`src/rtl/adccfg_pkg.sv`:
```
// Package of register map, field layout and encodings for the ADC configuration bank
package adccfg_pkg;
  // ****************************************
  // Register offsets (byte registers, word aligned on the bus)
  // ****************************************
  localparam logic [3:0] REF_MON_IDX = 4'h2; // Reference and monitor control
  localparam logic [3:0] GAIN_RATE_IDX = 4'h3; // Gain and rate control
  localparam logic [3:0] OFS_LOW_IDX = 4'h4; // Offset coefficient low byte
  localparam logic [3:0] OFS_MID_IDX = 4'h5; // Offset coefficient mid byte
  localparam logic [3:0] OFS_HIGH_IDX = 4'h6; // Offset coefficient high byte
  localparam logic [3:0] FS_LOW_IDX = 4'h7; // Full-scale coefficient low byte
  localparam logic [3:0] FS_MID_IDX = 4'h8; // Full-scale coefficient mid byte
  localparam logic [3:0] FS_HIGH_IDX = 4'h9; // Full-scale coefficient high byte
  localparam logic [3:0] EXC_REV_IDX = 4'ha; // Excitation and revision
  // ****************************************
  // Reset values
  // ****************************************
  localparam logic [7:0] REF_MON_RST = 8'h00;
  localparam logic [7:0] GAIN_RATE_RST = 8'h00;
  localparam logic [23:0] OFS_RST = 24'h000000;
  localparam logic [3:0] EXC_RST = 4'h0;
  // ****************************************
  // Field positions
  // ****************************************
  localparam int CLK_SRC_BIT = 7;
  localparam int VREF_HI = 6;
  localparam int VREF_LO = 5;
  localparam int REFSEL_HI = 4;
  localparam int REFSEL_LO = 3;
  localparam int MON_HI = 2;
  localparam int MON_LO = 0;
  localparam int GAIN_HI = 6;
  localparam int GAIN_LO = 4;
  localparam int RATE_HI = 3;
  localparam int RATE_LO = 0;
  localparam int REV_HI = 7;
  localparam int REV_LO = 4;
  localparam int RDY_BIT = 3;
  localparam int EXCITATION_MAGNITUDE_HI = 2;
  localparam int EXCITATION_MAGNITUDE_LO = 0;
  // ****************************************
  // Encodings
  // ****************************************
  localparam logic [1:0] VREF_OFF = 2'h0;
  localparam logic [1:0] VREF_ON = 2'h1;
  localparam logic [1:0] REFSEL_PAIR0 = 2'h0;
  localparam logic [1:0] REFSEL_PAIR1 = 2'h1;
  localparam logic [1:0] REFSEL_ONBOARD = 2'h2;
  localparam logic [1:0] REFSEL_TIED = 2'h3;
  localparam logic [2:0] MON_NORMAL = 3'h0;
  localparam logic [2:0] MON_OFFSET = 3'h1;
  localparam logic [2:0] GAIN_ONE = 3'h0;
  localparam logic [3:0] RATE_TOP_CODE = 4'h9;
  localparam logic [3:0] RATE_MAX_IDX = 4'h9;
endpackage

```
`src/rtl/adccfg_fs_trim.sv`:
```
// Factory full-scale trim table, one 24-bit value per gain code
`timescale 1ns/1ps
module adccfg_fs_trim #(
  parameter logic [23:0] TRIM0 = 24'h400000, // Arbitrary trim values
  parameter logic [23:0] TRIM1 = 24'h400100,
  parameter logic [23:0] TRIM2 = 24'h400200,
  parameter logic [23:0] TRIM3 = 24'h400300,
  parameter logic [23:0] TRIM4 = 24'h400400,
  parameter logic [23:0] TRIM5 = 24'h400500,
  parameter logic [23:0] TRIM6 = 24'h400600,
  parameter logic [23:0] TRIM7 = 24'h400700
) (
  input wire logic [2:0] gain_code,
  output logic [23:0] trim_value
);
  // Table lookup on the programmed gain code
  always_comb begin
    unique case (gain_code)
      3'h0: trim_value = TRIM0;
      3'h1: trim_value = TRIM1;
      3'h2: trim_value = TRIM2;
      3'h3: trim_value = TRIM3;
      3'h4: trim_value = TRIM4;
      3'h5: trim_value = TRIM5;
      3'h6: trim_value = TRIM6;
      default: trim_value = TRIM7;
    endcase
  end
endmodule

```
`src/rtl/adccfg_sync.sv`:
```
// Two flip-flop synchroniser for a level from a pin
`timescale 1ns/1ps
module adccfg_sync #(
  parameter int WIDTH = 1
) (
  input wire logic clk,
  input wire logic rst,
  input wire logic [WIDTH-1:0] async_in,
  output logic [WIDTH-1:0] sync_out
);
  logic [WIDTH-1:0] meta_q; // First stage, read only by second
  // Two stages; only the second is visible
  always_ff @(posedge clk) begin
    if (rst) begin
      meta_q <= '0;
      sync_out <= '0;
    end else begin
      meta_q <= async_in;
      sync_out <= meta_q;
    end
  end
endmodule

```
`src/rtl/adccfg_bank.sv`:
```
// Configuration and calibration register bank with Avalon-MM slave
`timescale 1ns/1ps
module adccfg_bank
  import adccfg_pkg::*;
#(
  parameter logic [3:0] REV_CODE = 4'h5, // Arbitrary revision value
  parameter int ADDR_W = 6
) (
  input wire logic CLK_SYS,
  input wire logic SYS_RST,
  input wire logic [ADDR_W-1:0] AVS_ADDRESS,
  input wire logic AVS_READ,
  input wire logic AVS_WRITE,
  input wire logic [31:0] AVS_WRITEDATA,
  input wire logic [3:0] AVS_BYTEENABLE,
  output logic [31:0] AVS_READDATA,
  output logic AVS_WAITREQUEST,
  input wire logic EXT_OSC_ACTIVE,
  input wire logic CONVERTING,
  input wire logic SHUTDOWN_CMD,
  input wire logic START_PIN,
  output logic REF_ENABLE,
  output logic [1:0] REF_SOURCE,
  output logic REF_TIE_PAIR0,
  output logic [2:0] MONITOR_SELECT,
  output logic MONITOR_OVERRIDE,
  output logic INPUTS_SHORTED,
  output logic [7:0] EFFECTIVE_GAIN,
  output logic [11:0] OUTPUT_RATE_SPS,
  output logic [23:0] OFFSET_COEF,
  output logic [23:0] FULLSCALE_COEF,
  output logic READY_ON_OUTPUT,
  output logic [10:0] EXCITATION_UA
);
  import adccfg_pkg::*;

  // Elaboration check: the register index needs address bits 5:2
  if (ADDR_W < 6) begin : g_addr_too_narrow
    $error("ADDR_W must cover byte offset 0x28");
  end

  // ****************************************
  // Pin synchronisers
  // ****************************************
  logic ext_osc_s; // Clock source flag, synchronised
  logic start_s; // Start pin level, synchronised
  adccfg_sync #(.WIDTH(2)) u_sync (
    .clk(CLK_SYS),
    .rst(SYS_RST),
    .async_in({EXT_OSC_ACTIVE, START_PIN}),
    .sync_out({ext_osc_s, start_s})
  );

  // ****************************************
  // Register storage
  // ****************************************
  logic [6:0] ref_mon_q; // Reference and monitor fields, bit 7 is live
  logic [7:0] gain_rate_q; // Gain and rate control
  logic [23:0] ofs_q; // Offset coefficient
  logic [23:0] fs_q; // Full-scale coefficient
  logic [3:0] exc_q; // Ready mode and magnitude
  logic init_q; // Low for first cycle after reset
  logic [2:0] gain_prev_q; // Gain code seen last cycle
  logic [23:0] trim_val; // Trim value for current gain
  logic req_done_q; // Answer cycle marker

  // ****************************************
  // Bus decode
  // ****************************************
  logic [3:0] idx; // Register index from word address
  logic hit; // Address maps to a register
  logic wr_go; // Write accepted this cycle
  logic rd_go; // Read accepted this cycle
  logic [7:0] wbyte; // Write data low byte
  logic wlane; // Low byte lane enabled

  assign idx = AVS_ADDRESS[5:2];
  assign hit = (AVS_ADDRESS[1:0] == 2'h0) && ((AVS_ADDRESS >> 6) == '0)
               && (idx >= REF_MON_IDX) && (idx <= EXC_REV_IDX);
  // Accept on the second cycle of each request: one wait state
  assign wr_go = AVS_WRITE && req_done_q;
  assign rd_go = AVS_READ && req_done_q;
  assign wbyte = AVS_WRITEDATA[7:0];
  assign wlane = AVS_BYTEENABLE[0];

  // Function decoding a write strobe to one register
  function automatic logic wr_to(input logic [3:0] which, input logic [3:0] at,
                                 input logic go, input logic en, input logic h);
    wr_to = go && en && h && (at == which);
  endfunction

  // Wait-request sequencer: low exactly on the accept cycle
  // Waitrequest kept as its own flop so the bus sees no decode glitches
  always_ff @(posedge CLK_SYS) begin
    if (SYS_RST) begin
      req_done_q <= 1'b0;
      AVS_WAITREQUEST <= 1'b1;
    end else if ((AVS_READ || AVS_WRITE) && !req_done_q) begin
      req_done_q <= 1'b1;
      AVS_WAITREQUEST <= 1'b0;
    end else begin
      req_done_q <= 1'b0;
      AVS_WAITREQUEST <= 1'b1;
    end
  end

  // ****************************************
  // Reference and monitor control
  // ****************************************
  // reserved bits are host's duty; stored bits written as given
  always_ff @(posedge CLK_SYS) begin
    if (SYS_RST) begin
      ref_mon_q <= REF_MON_RST[6:0];
    end else if (wr_to(REF_MON_IDX, idx, wr_go, wlane, hit)) begin
      ref_mon_q <= wbyte[6:0];
    end
  end

  // ****************************************
  // Gain and rate control
  // ****************************************
  always_ff @(posedge CLK_SYS) begin
    if (SYS_RST) begin
      gain_rate_q <= GAIN_RATE_RST;
    end else if (wr_to(GAIN_RATE_IDX, idx, wr_go, wlane, hit)) begin
      gain_rate_q <= wbyte;
    end
  end

  // ****************************************
  // Offset coefficient
  // ****************************************
  // three bytes, lowest address holds LSB
  always_ff @(posedge CLK_SYS) begin
    if (SYS_RST) begin
      ofs_q <= OFS_RST;
    end else begin
      if (wr_to(OFS_LOW_IDX, idx, wr_go, wlane, hit)) ofs_q[7:0] <= wbyte;
      if (wr_to(OFS_MID_IDX, idx, wr_go, wlane, hit)) ofs_q[15:8] <= wbyte;
      if (wr_to(OFS_HIGH_IDX, idx, wr_go, wlane, hit)) ofs_q[23:16] <= wbyte;
    end
  end

  // ****************************************
  // Full-scale coefficient and trim reload
  // ****************************************
  adccfg_fs_trim u_trim (
    .gain_code(gain_rate_q[GAIN_HI:GAIN_LO]),
    .trim_value(trim_val)
  );

  // Gain tracking; reload fires one cycle after a gain change
  always_ff @(posedge CLK_SYS) begin
    if (SYS_RST) begin
      init_q <= 1'b0;
      gain_prev_q <= GAIN_ONE;
    end else begin
      init_q <= 1'b1;
      gain_prev_q <= gain_rate_q[GAIN_HI:GAIN_LO];
    end
  end

  // Trim load wins over a host write in the same cycle
  always_ff @(posedge CLK_SYS) begin
    if (SYS_RST) begin
      fs_q <= '0;
    // load trim of the reset gain
    end else if (!init_q) begin
      fs_q <= trim_val;
    // gain change overwrites any written value
    end else if (gain_prev_q != gain_rate_q[GAIN_HI:GAIN_LO]) begin
      fs_q <= trim_val;
    end else begin
      // three bytes, lowest address holds LSB
      if (wr_to(FS_LOW_IDX, idx, wr_go, wlane, hit)) fs_q[7:0] <= wbyte;
      if (wr_to(FS_MID_IDX, idx, wr_go, wlane, hit)) fs_q[15:8] <= wbyte;
      if (wr_to(FS_HIGH_IDX, idx, wr_go, wlane, hit)) fs_q[23:16] <= wbyte;
    end
  end

  // ****************************************
  // Excitation and revision
  // ****************************************
  // only low nibble is stored; revision bits ignore writes
  always_ff @(posedge CLK_SYS) begin
    if (SYS_RST) begin
      exc_q <= EXC_RST;
    end else if (wr_to(EXC_REV_IDX, idx, wr_go, wlane, hit)) begin
      exc_q <= wbyte[RDY_BIT:EXCITATION_MAGNITUDE_LO];
    end
  end

  // ****************************************
  // Read data
  // ****************************************
  // Read mux; unmapped offsets answer zero
  always_ff @(posedge CLK_SYS) begin
    if (SYS_RST) begin
      AVS_READDATA <= '0;
    end else if (AVS_READ && !req_done_q) begin
      AVS_READDATA <= '0;
      if (hit) begin
        unique case (idx)
          REF_MON_IDX: AVS_READDATA[7:0] <= {ext_osc_s, ref_mon_q};
          GAIN_RATE_IDX: AVS_READDATA[7:0] <= gain_rate_q;
          OFS_LOW_IDX: AVS_READDATA[7:0] <= ofs_q[7:0];
          OFS_MID_IDX: AVS_READDATA[7:0] <= ofs_q[15:8];
          OFS_HIGH_IDX: AVS_READDATA[7:0] <= ofs_q[23:16];
          FS_LOW_IDX: AVS_READDATA[7:0] <= fs_q[7:0];
          FS_MID_IDX: AVS_READDATA[7:0] <= fs_q[15:8];
          FS_HIGH_IDX: AVS_READDATA[7:0] <= fs_q[23:16];
          default: AVS_READDATA[7:0] <= {REV_CODE, exc_q};
        endcase
      end
    end
  end

  // ****************************************
  // Decoded outputs
  // ****************************************
  // Gain code to gain factor
  function automatic logic [7:0] gain_of(input logic [2:0] code);
    gain_of = 8'h01 << code;
  endfunction

  // Rate code to samples per second
  function automatic logic [11:0] rate_of(input logic [3:0] code);
    unique case (code)
      4'h0: rate_of = 12'h005;
      4'h1: rate_of = 12'h00a;
      4'h2: rate_of = 12'h014;
      4'h3: rate_of = 12'h028;
      4'h4: rate_of = 12'h050;
      4'h5: rate_of = 12'h0a0;
      4'h6: rate_of = 12'h140;
      4'h7: rate_of = 12'h280;
      4'h8: rate_of = 12'h3e8;
      default: rate_of = 12'h7d0;
    endcase
  endfunction

  // Magnitude code to microamps
  function automatic logic [10:0] uamp_of(input logic [2:0] code);
    unique case (code)
      3'h0: uamp_of = 11'h000;
      3'h1: uamp_of = 11'h032;
      3'h2: uamp_of = 11'h064;
      3'h3: uamp_of = 11'h0fa;
      3'h4: uamp_of = 11'h1f4;
      3'h5: uamp_of = 11'h2ee;
      3'h6: uamp_of = 11'h3e8;
      default: uamp_of = 11'h5dc;
    endcase
  endfunction

  logic [1:0] vref_f; // Reference control field
  logic [2:0] mon_f; // Monitor field
  assign vref_f = ref_mon_q[VREF_HI:VREF_LO];
  assign mon_f = ref_mon_q[MON_HI:MON_LO];

  // Registered copies of all decoded controls
  always_ff @(posedge CLK_SYS) begin
    if (SYS_RST) begin
      REF_ENABLE <= 1'b0;
      REF_SOURCE <= REFSEL_PAIR0;
      REF_TIE_PAIR0 <= 1'b0;
      MONITOR_SELECT <= MON_NORMAL;
      MONITOR_OVERRIDE <= 1'b0;
      INPUTS_SHORTED <= 1'b0;
      EFFECTIVE_GAIN <= 8'h01;
      OUTPUT_RATE_SPS <= 12'h005;
      OFFSET_COEF <= OFS_RST;
      FULLSCALE_COEF <= '0;
      READY_ON_OUTPUT <= 1'b0;
      EXCITATION_UA <= 11'h000;
    end else begin
      // fixed off or on; follows conversion otherwise
      if (vref_f == VREF_OFF) REF_ENABLE <= 1'b0;
      else if (vref_f == VREF_ON) REF_ENABLE <= 1'b1;
      else REF_ENABLE <= CONVERTING && start_s && !SHUTDOWN_CMD;
      REF_SOURCE <= (ref_mon_q[REFSEL_HI:REFSEL_LO] == REFSEL_TIED) ? REFSEL_ONBOARD
                    : ref_mon_q[REFSEL_HI:REFSEL_LO];
      REF_TIE_PAIR0 <= (ref_mon_q[REFSEL_HI:REFSEL_LO] == REFSEL_TIED);
      MONITOR_SELECT <= mon_f;
      // any non-normal code overrides inputs and bias
      MONITOR_OVERRIDE <= (mon_f != MON_NORMAL);
      // offset code shorts inputs to midsupply
      INPUTS_SHORTED <= (mon_f == MON_OFFSET);
      // forced unity gain; otherwise programmed gain
      EFFECTIVE_GAIN <= (mon_f > MON_OFFSET) ? 8'h01 : gain_of(gain_rate_q[GAIN_HI:GAIN_LO]);
      // rate table; high codes at top rate
      OUTPUT_RATE_SPS <= rate_of(gain_rate_q[RATE_HI:RATE_LO]);
      OFFSET_COEF <= ofs_q;
      FULLSCALE_COEF <= fs_q;
      READY_ON_OUTPUT <= exc_q[RDY_BIT];
      // excitation magnitude; host keeps reference on
      EXCITATION_UA <= uamp_of(exc_q[EXCITATION_MAGNITUDE_HI:EXCITATION_MAGNITUDE_LO]);
    end
  end

  // ****************************************
  // Checks
  // ****************************************
  fixed_ref_a: assert property (@(posedge CLK_SYS) disable iff (SYS_RST)
    (vref_f == VREF_ON) |=> REF_ENABLE) else $error("reference not on");
  follow_ref_a: assert property (@(posedge CLK_SYS) disable iff (SYS_RST)
    (vref_f[1] && !start_s) |=> !REF_ENABLE) else $error("reference not off");
  tie_ref_a: assert property (@(posedge CLK_SYS) disable iff (SYS_RST)
    (ref_mon_q[REFSEL_HI:REFSEL_LO] == REFSEL_TIED) |=> (REF_TIE_PAIR0
    && REF_SOURCE == REFSEL_ONBOARD)) else $error("tie wrong");
  override_mon_a: assert property (@(posedge CLK_SYS) disable iff (SYS_RST)
    (mon_f != MON_NORMAL) |=> MONITOR_OVERRIDE) else $error("no override");
  forced_gain_a: assert property (@(posedge CLK_SYS) disable iff (SYS_RST)
    (mon_f > MON_OFFSET) |=> (EFFECTIVE_GAIN == 8'h01)) else $error("gain not 1");
  top_rate_a: assert property (@(posedge CLK_SYS) disable iff (SYS_RST)
    (gain_rate_q[RATE_HI:RATE_LO] >= RATE_TOP_CODE) |=> (OUTPUT_RATE_SPS == 12'h7d0))
    else $error("rate not top");
  trim_reload_a: assert property (@(posedge CLK_SYS) disable iff (SYS_RST)
    (init_q && $changed(gain_rate_q[GAIN_HI:GAIN_LO])) |=> (fs_q == trim_val))
    else $error("trim not reloaded");
  rev_keep_a: assert property (@(posedge CLK_SYS) disable iff (SYS_RST)
    (AVS_READ && !AVS_WAITREQUEST && hit && idx == EXC_REV_IDX && $past(AVS_READ))
    |-> (AVS_READDATA[7:4] == REV_CODE)) else $error("revision changed");
  ofs_low_a: assert property (@(posedge CLK_SYS) disable iff (SYS_RST)
    wr_to(OFS_LOW_IDX, idx, wr_go, wlane, hit) |=> (ofs_q[7:0] == $past(wbyte)))
    else $error("offset byte lost");
endmodule

```
`config.mk`:
```
export PLATFORM = sky130hd
export DESIGN_NAME = adccfg_bank
export DESIGN_NICKNAME = d
export VERILOG_FILES = /design/src/rtl/adccfg_pkg.sv /design/src/rtl/adccfg_fs_trim.sv /design/src/rtl/adccfg_sync.sv /design/src/rtl/adccfg_bank.sv
export SDC_FILE = /design/constraint.sdc
export NUM_CORES = 1
export LEC_CHECK = 0
export BUFFER_PORTS_ARGS = -buffer_cell sky130_fd_sc_hd__buf_2
export CAP_MARGIN = 20
export CORE_MARGIN = 2
export CORE_UTILIZATION = 45
export DETAILED_ROUTE_END_ITERATION = 6
export HOLD_SLACK_MARGIN = 0.1
export PLACE_DENSITY = 0.69
export SLEW_MARGIN = 10
export SYNTH_ARGS = -nofsm -noshare
export SYNTH_HDL_FRONTEND = slang
export SYNTH_SLANG_ARGS = --single-unit
export TNS_END_PERCENT = 30
```
`constraint.sdc`:
```
create_clock -name CLK_SYS -period 1.9 [get_ports CLK_SYS]
set_input_delay 0.475 -clock CLK_SYS [delete_from_list [all_inputs] [get_ports CLK_SYS]]
set_output_delay 0.475 -clock CLK_SYS [all_outputs]
set_load 0.005 [all_outputs]
```
## Word level (Yosys, flattened, before mapping)

Memories as Yosys holds them, arrays and structs flattened. A register that Yosys moved wholly into a read port is not among the register bits.
Index checks and enable logic that the tools add are counted.
Widths: inputs -> output; s select.

- Bits in registers: 174
- Bits in read-only memories: 176
- Bits of input ports: 50
- Output and inout bits: 122
- Word-level logic and storage cells: 105
- Memories: 1

- Order comparisons: 3
- Eq/ne operators: 28
- Shift-type cells: 1
- Muxes and demuxes: 14
- Reduce and logical (&&, ||, !) cells: 29

Memories:

| name | depth | bits a word | rd ports | clocked after memory_dff | wr ports | line | RTL |
|---|---|---|---|---|---|---|---|
| (no name shown) | 16 | 11 | 1 | 1 | 0 | adccfg_bank.sv:228 | `unique case (code)` |

Operator list:

| kind | number |
|---|---|
| $pmux 11 s7 | 2 |
| $pmux 8 s8 | 1 |
| $mux 24 | 2 |
| $mux 8 | 4 |
| $eq 3x3->1 const B | 6 |
| $logic_and 1x1->1 | 18 |
| $eq 4x3->1 const B | 4 |
| $eq 3x2->1 const B | 4 |
| $eq 4x4->1 const B | 3 |
| $eq 3x1->1 const B | 3 |
| $ne 3x1->1 const B | 3 |
| $eq 4x2->1 const B | 2 |
| $shl 1x3->8 const A | 1 |
| $logic_not 3->1 | 2 |
| $reduce_or 2->1 | 3 |
| $ge 4x2->1 const B | 1 |
| $le 4x4->1 const B | 1 |
| $logic_not 2->1 | 2 |
| $mux 1 | 4 |
| $gt 3x1->1 const B | 1 |
| $ne 3x3->1 | 1 |
| $reduce_bool 3->1 | 1 |
| $eq 2x1->1 const B | 1 |
| $eq 2x2->1 const B | 1 |
| 3 further kinds | 4 |

## Depth between registers and ports, before layout

Gate-level depths: netlist (run 1).

- Word-level depth: 8
- Gate-level depth with buffers: 7

## Cells and area by module

A second synthesis (run 1) with hierarchy kept.

- Cells, all modules: 757
- Area total of the unflattened synthesis: 7015.5 µm²

By module, submodules not included:

| module | instances | cells an instance | area each (µm²) | sequential area each (µm²) |
|---|---|---|---|---|
| adccfg_bank | 1 | 723 | 6734.0 | 3363.2 |
| adccfg_fs_trim | 1 | 26 | 176.4 | 0.0 |
| adccfg_sync | 1 | 8 | 105.1 | 80.1 |

## Worst setup path after synthesis (run 1)

No wires, ideal clock.

- Path kind: in2reg
- Start: input port AVS_ADDRESS[1]
- End: register ofs_q[0]
- Setup time: 0.072 ns
- Arrival: 1.643 ns
- Required time: 1.828 ns
- Setup slack: 0.186 ns
- Stages: 4
- Buffers on the path: 0
- Cell sequence: nor3b_1 -> o211ai_4 -> nor3_4 -> mux2i_1

- Cells in the longest elaborated chain, start to end: 5

Ends and longest elaborated chain:

| item | line | RTL |
|---|---|---|
| start, declared | adccfg_bank.sv:11 | `input wire logic [ADDR_W-1:0] AVS_ADDRESS,` |
| $logic_not 2->1 | adccfg_bank.sv:78 | `assign hit = (AVS_ADDRESS[1:0] == 2'h0) && ((AVS_ADDRESS >> 6) == '0)` |
| $logic_and 1x1->1 (2 in series) | adccfg_bank.sv:79 | `&& (idx >= REF_MON_IDX) && (idx <= EXC_REV_IDX);` |
| $logic_and 1x1->1 (2 in series) | adccfg_bank.sv:89 | `wr_to = go && en && h && (at == which);` |
| end signal, assigned | adccfg_bank.sv:138 | `if (wr_to(OFS_LOW_IDX, idx, wr_go, wlane, hit)) ofs_q[7:0] <= wbyte;` |
| end, declared | adccfg_bank.sv:59 | `logic [23:0] ofs_q;` |

Every way passes these cells.
A chain may end at the register's enable or synchronous reset.

## Final worst setup path (run 1)

- Start: register req_done_q
- End: register AVS_READDATA[5]

- Cells in the longest elaborated chain, start to end: 2

Ends and longest elaborated chain:

| item | line | RTL |
|---|---|---|
| start, declared | adccfg_bank.sv:65 | `logic req_done_q;` |
| start signal, assigned | adccfg_bank.sv:96 | `req_done_q <= 1'b0;` |
| start signal, assigned | adccfg_bank.sv:99 | `req_done_q <= 1'b1;` |
| start signal, assigned | adccfg_bank.sv:102 | `req_done_q <= 1'b0;` |
| $logic_not 1->1 | adccfg_bank.sv:200 | `end else if (AVS_READ && !req_done_q) begin` |
| $logic_and 1x1->1 | adccfg_bank.sv:200 |  |
| end signal, assigned | adccfg_bank.sv:204 | `REF_MON_IDX: AVS_READDATA[7:0] <= {ext_osc_s, ref_mon_q};` |
| end signal, assigned | adccfg_bank.sv:205 | `GAIN_RATE_IDX: AVS_READDATA[7:0] <= gain_rate_q;` |
| end signal, assigned | adccfg_bank.sv:206 | `OFS_LOW_IDX: AVS_READDATA[7:0] <= ofs_q[7:0];` |
| end, declared | adccfg_bank.sv:16 | `output logic [31:0] AVS_READDATA,` |

Every way passes these cells.

==> results of run 1 <==
worst max path at each step:
stage                                      from                      endpoint  slack, ns  cells past startpoint
after floorplan                  AVS_ADDRESS[1]         ofs_q[0]$_SDFFE_PP0P_       0.19                      4
after detailed placement         AVS_ADDRESS[1]     ref_mon_q[1]$_SDFFE_PP0P_      -0.12                      5
after global placement           AVS_ADDRESS[1]     ref_mon_q[2]$_SDFFE_PP0P_       -0.1                      5
after global routing      req_done_q$_SDFF_PP0_  AVS_READDATA[6]$_SDFFE_PP0P_       0.11                      5
after CTS                 req_done_q$_SDFF_PP0_   gain_rate_q[5]$_SDFFE_PP0P_       0.21                      4
final                     req_done_q$_SDFF_PP0_  AVS_READDATA[5]$_SDFFE_PP0P_       0.20                      4
metal layers:
| metal | vias to the layer above | global-route usage [%] |
|---|---|---|
| met5 | - | 0 |
| met4 | 0 | 9.70 |
| met3 | 35 | 6.37 |
| met2 | 262 | 32.9 |
| met1 | 2586 | 30.3 |
| li1 | 2684 | - |
cells in the final DEF (no fill, tap or decap), drive strengths merged, types with 6 or more instances in the layout:
cell,instances
a21oi,46
a32oi,6
nand2b,9
nand3,35
xnor2,6
conb,26
nand2,62
clkbuf,24
a21o,7
nor3,11
nor2,32
o21ai,42
a31oi,8
inv,38
nor2b,37
mux2i,38
buf,176
dfxtp,172
synth_stat cells, types with 3 or more instances:
library cell	number	area share [%]
dfxtp_1	172	51
nand2_1	61	3.4
a21oi_1	46	3.4
o21ai_0	41	3.0
mux2i_1	38	5.6
inv_1	37	2.1
nor2b_1	37	3.4
nand3_1	35	2.6
nor2_1	30	1.7
buf_4	29	3.2
clkbuf_1	25	1.4
buf_2	12	0.89
nand2b_1	9	0.83
a31oi_1	8	0.74
nor3_1	8	0.59
a21o_1	7	0.78
a32oi_1	6	0.78
xnor2_1	6	0.78
a221oi_1	5	0.65
a22o_1	5	0.65
a22oi_1	4	0.44
and2_1	4	0.37
mux2_2	4	0.67
a211o_1	3	0.39
and3_1	3	0.28
buf_6	3	0.50
clkbuf_2	3	0.22
nand4b_1	3	0.39
nor3_4	3	0.72
o21a_1	3	0.33
registers in the layout, indices dropped and copies added (netlist names), 2 cells and up:
name	count
AVS_READDATA	8
gain_rate_q	8
OUTPUT_RATE_SPS	11
gain_prev_q	3
REF_SOURCE	2
u_sync.meta_q	2
u_sync.sync_out	2
ref_mon_q	7
fs_q	24
FULLSCALE_COEF	24
MONITOR_SELECT	3
EFFECTIVE_GAIN	8
OFFSET_COEF	24
exc_q	4
ofs_q	24
EXCITATION_UA	10
power breakdown:
part           total [mW]  leakage, nW  switching (mW)  internal (mW)
Clock                3.44        0.281            1.39           2.05
Combinational       0.433         2.21           0.269          0.164
Sequential           3.64         1.39          0.0164           3.62
cell type report:
type                    instances  area share (%)
flip-flops and latches        172            41.1
multi-input cells             449            33.9
repair buffers                176            13.5
clock buffers                  24            5.75
well taps                     184            2.75
inverters                      38            1.70
clock inverters                 8            1.32
critical path, delay by kind of cell, from the launching register on:
family	cells	cell delay [ns]
flip-flops	1	0.41
AO/OA/AOI/OAI	2	0.55
AND/OR/NAND/NOR	2	0.67
cells by family after synthesis:
group | after synthesis | share of synthesized area (%)
and+or+nand+nor | 222 | 18.2
DFF | 172 | 51.0
muxes | 43 | 6.63
buffers and inverters | 112 | 8.44
AOI/OAI and AO/OA | 152 | 14.9
xor gates and xnor gates | 6 | 0.778
other | 1 | 0.0555
stage by stage:
step | TNS, ns | hold slack [ns] | worst slack, ns | area (µm²) | util (%)
after detailed placement | -1.98 | 0.425 | -0.121 | 7780 | 53.3
final | 0 | 0.277 | 0.195 | 8370 | 57.4
after floorplan | 0 | 0.414 | 0.186 | 6850 | -
after global routing | 0 | 0.278 | 0.107 | 8370 | 57.4
after CTS | 0 | 0.265 | 0.207 | 8370 | 57.4
after global placement | -1.43 | 0.429 | -0.0978 | 7780 | 53.3
==> summary.md, run 1 <==
| Metric | Value |
|---|---|
| DRT Wirelength | 17,900 µm |
| Post-synth ARST share | 0% |
| Mean Syn Cell Area | between 9 and 10 µm² |
| H-tree depth | 4 |
| Worst-margin pin slew | 0.527 ns |
| Average wire per standard cell | between 15 and 20 µm |
| Ratio of cells with drive above 1 in the final layout | about a quarter |
| CP Cell Sequence | or3b_1 > a2111oi_4 > nand2_1 > o31ai_1 |
| Synth-to-Final Area Change | 23.9% |
| Nets@finish | ~900 |
| Register area | roughly 0.0034 mm² |
| Power per standard cell area | between 800 and 900 mW/mm² |
| Count of state elements after synthesis | approximately 170 |
| Crit path kind | flip-flop to flip-flop |
| Data required time of the critical path | 2.24 ns |
| Setup Viol. Count Final | 0 |
| Num CTS Buffers | 17 |
| # IOs | roughly 170 |
| CTS hold repair buffers | 0 |
| Metal2 WL | a little under 8000 µm |
| Worst Hold End | u_sync.meta_q[1]$_SDFF_PP0_ |
| Number of vias per cell | approximately 5.3 |
| Syn Inst Count | between 700 and 800 |
| Clock Tree Root | clkbuf_16 |
| RR Startpoint | req_done_q$_SDFF_PP0_ |
| Vias in the first global route | 5,137 |
| Syn. warnings | 0 |
| Register area share after synthesis | between 50% and 60% |
| Clock-pin slew on the worst setup and hold paths | 0.06 ns |
| P_leak | about 3.9 nW |
| Rows | between 40 and 50 |
| Chip Height | about 130 µm |
| Reg-to-reg endpoint | AVS_READDATA[5]$_SDFFE_PP0P_ |
| Fin crit period | approximately 1.7 ns |
| Worst Reg-to-Reg Cells | 4 |
| Pin count of the biggest net entering global routing | 55 |
| Final cell count without fillers | around 1,100 |
| Drt drc | 0 |
| Drt first pass iters | 5 |
| Maximum VDD drop | between 0.0006 and 0.0007 V |
| GRT Resource Usage Total | roughly 22% |
| PortBufs | 118 |
| Core area | approximately 0.015 mm² |
| Top layer in use | met4 |
| Status | finished clean |
| Hold Crit Start | EXT_OSC_ACTIVE |
| Relative slew slack | roughly two thirds |
| Worst Hold Depth | 2 |
| GPL Wtd Cong | 0.938 |
| RSZ-0062 raised after global routing | false |
| Largest fanout on the critical path | 8 |
| Skew-Pair Late Insertion Delay | 0.43 ns |
| Die ar. | about 0.016 mm² |
| Max-cap viol count | 0 |
| # fillers | around 1,300 |
| Reg-to-reg setup timing slack | roughly 0.20 ns |
| Initial antenna violation count | 0 |
| Post-Syn Area | between 0.006 and 0.007 mm² |
| Number of inserted diodes | 0 |
| Pwr Total | ~7.5 mW |
| Final Cycle Share | 89.7% |
| Yosys cell types | just over 70 |
| DRT antenna net count | 0 |
| Multi-input logic area | between 0.002 and 0.003 mm² |
| Post-DP HPWL | 12,700 µm |
| Chip width | about 130 µm |
| Slew Viols, Final | 0 |
| Worst path slowest cell | or3b_1 |
| Inst Count DP | approximately 1,000 |
| Max Fclk | 0.587 GHz |
| Clock Tree Buf Depth | 2 |
| Top FF cell, synth | dfxtp_1 |
| First-pass GRT wire length | roughly 28,000 µm |
| Hold/Removal Path Class | input port to flip-flop |
| Clk_skew | roughly 0.0096 ns |
| CTS tree | yes |
| Clk sink count | ~170 |
| Total global routing overflow | 0 |
| Routed wl met3 | 1780 µm |
| Post-CTS setup buffers | 0 |
| Starting DRC count in detailed routing | ~540 |
| DR vias | roughly 5,600 |
| CP endpoint kind | flip-flop |
| Post-synth EDFFs | 0 |
| Hold Fails Final Rpt | 0 |
| WL met1 | about 7700 µm |
| Initial Util | 46.3% |
| Worst EP arrival | roughly 2 ns |
| Post-CTS sizing | 0 |
| Critical Path Max Stage Delay | between 0.4 and 0.5 ns |
| Worst setup SP type | flip-flop |
Power figures use the tool's default switching activity.
==> run 2, diff against run 1 <==
- CORE_ASPECT_RATIO: default -> 1.4
==> run 2 against run 1 <==
  * Via count grew 0.59%
  * Flip-flop and latch count is the same
  * Setup slack gained 0.074 ns
  * Largest cell class unchanged
  * Routed wire length shrank 0.20%
  * Non-clock buffer count grew 8
==> summary.md, run 2 (same netlist as run 1, synthesis figures left out) <==
| Metric | Value |
|---|---|
| Status | finished clean |
| Worst EP arrival | 1.92 ns (-0.13 ns) |
| Starting DRC count in detailed routing | 401 (-26%) |
| Data required time of the critical path | 2.19 ns (-0.05 ns) |
| DRT antenna net count | 0 (unchanged) |
| Maximum VDD drop | 0.000557 V (-9.8%) |
| CTS tree | yes |
| Clock-pin slew on the worst setup and hold paths | 0.07 ns (about the same) |
| # IOs | 172 (unchanged) |
| Final Worst Setup Slack | 0.269 ns (+0.0741 ns) |
| Post-CTS setup buffers | 0 (unchanged) |
| Total global routing overflow | 0 (unchanged) |
| CP endpoint kind | flip-flop |
| DR vias | 5,600 (+0.59%) |
| Largest fanout on the critical path | 6 (-2) |
| Chip Height | 149 µm (+18%) |
| GRT Resource Usage Total | 22.5% (+0.22 points) |
| Worst-margin pin slew | 0.522 ns (-0.00507 ns) |
| Max Fclk | 0.613 GHz (+4.5%) |
| Setup Viol. Count Final | 0 (unchanged) |
| Number of vias per cell | 5.25 (-0.92%) |
| Slew Viols, Final | 0 (unchanged) |
| First-pass GRT wire length | 27,500 µm (-0.40%) |
| Worst setup SP type | flip-flop |
| Core area | 0.0149 mm² (+1.8%) |
| P_leak | 3.93 nW (+1.2%) |
| Final Cycle Share | 85.8% (-3.9 points) |
| Initial antenna violation count | 0 (unchanged) |
| RSZ-0062 raised after global routing | false |
| Drt first pass iters | 5 (unchanged) |
| PortBufs | 118 (unchanged) |
| Num CTS Buffers | 17 (unchanged) |
| Skew-Pair Late Insertion Delay | 0.43 ns (about the same) |
| Die ar. | 0.0160 mm² (about the same) |
| Inst Count DP | 1,035 (+1.6%) |
| Pin count of the biggest net entering global routing | 55 (unchanged) |
| CTS hold repair buffers | 0 (unchanged) |
| Reg-to-reg setup timing slack | 0.27 ns (+0.07 ns) |
| Clock Tree Root | clkbuf_16 |
| Post-CTS sizing | 0 (unchanged) |
| Ratio of cells with drive above 1 in the final layout | 27.2% (+1.0 points) |
| Hold Fails Final Rpt | 0 (unchanged) |
| Post-DP HPWL | 13,100 µm (+3.3%) |
| Clock Tree Buf Depth | 2 (unchanged) |
| Commonest non-fill, non-tap cell in the layout | dfxtp_1 |
| Number of inserted diodes | 0 (unchanged) |
| Nets@finish | 912 (+0.88%) |
| Vias in the first global route | 5,068 (-1.3%) |
| Crit path kind | flip-flop to flip-flop |
| Pre-CTS WS | -0.146 ns (-0.0253 ns) |
| GPL Wtd Cong | 0.948 (+1.1%) |
| Synth-to-Final Area Change | 24.7% |
| Clk sink count | 172 (unchanged) |
| DRT Wirelength | 17,800 µm (-0.20%) |
| Rows | 53 (+20%) |
| Max-cap viol count | 0 (unchanged) |
| Average wire per standard cell | 16.7 µm (-1.7%) |
| Final cell count without fillers | 1,067 (+1.5%) |
| H-tree depth | 4 (unchanged) |
| Power per standard cell area | 896 mW/mm² (-0.20%) |
| Clk_skew | 0.00936 ns (-0.000262 ns) |
| Initial Util | 45.5% (-0.83 points) |
| Relative slew slack | 65.2% (+0.34 points) |
| Post-layout util | 56.7% (-0.66 points) |
| Chip width | 108 µm (-15%) |
| Setup_tns | 0 ns (unchanged) |
| Most frequent cells in the layout | 172 x dfxtp_1, 118 x buf_2, 61 x nand2_1 |
| Hold/Removal Path Class | input port to flip-flop |
| Drt drc | 0 (unchanged) |
| Fin crit period | 1.63 ns (-0.0741 ns) |
[run 2: changes by cell type in the layout (fill, tap and decap cells not counted), sizes merged]
cell,delta
clkinv,+2
inv,+6
clkinvlp,-2
clkbuf,-6
buf,+8
[run 2: stage by stage]
stage               hold slack (ns)  total power [mW]  cell area [µm²]
floorplan                     0.414              3.99             6850
global placement              0.424              4.15             7840
detailed placement            0.423              4.15             7840
CTS                           0.287              7.60             8430
global route                  0.303              7.78             8430
finish                        0.282              7.55             8430
[run 2: worst max-delay path, cell delays in order, from the launching register on]
cell	delay, ns
dfxtp_1	0.33
buf_4	0.17
nand2b_1	0.22
and2_1	0.29
a221oi_1	0.35
a32oi_1	0.14
[run 2: path summary, 6_finish.rpt]
kind,end,depth (start not counted),start
setup / recovery,AVS_READDATA[1]$_SDFFE_PP0P_,5,req_done_q$_SDFF_PP0_
hold / removal,u_sync.meta_q[1]$_SDFF_PP0_,2,EXT_OSC_ACTIVE
setup reg to reg,AVS_READDATA[1]$_SDFFE_PP0P_,5,req_done_q$_SDFF_PP0_
hold reg to reg,u_sync.sync_out[1]$_SDFF_PP0_,1,u_sync.meta_q[1]$_SDFF_PP0_
[run 2: cell type report]
cell class	instances	area [µm²]
Clock buffer	18	429
Clock inverter	14	159
Fill cell	1375	6430
Inverter	38	143
Multi-Input combinational cell	449	2840
Sequential cell	172	3440
Tap cell	192	240
Timing Repair Buffer	184	1170
[run 2: routing by layer]
metal,routed length (µm),global-route usage [%],vias to the layer above
li1,-,-,2696
met1,7540,29.1,2631
met2,8790,37.4,247
met3,1080,3.28,26
met4,429,9.04,0
met5,0,0,-
[run 2: power breakdown]
group          internal [mW]  total (mW)  switching [mW]
sequential              3.62        3.64          0.0132
combinational          0.169       0.442           0.272
clock                   1.97        3.47            1.50
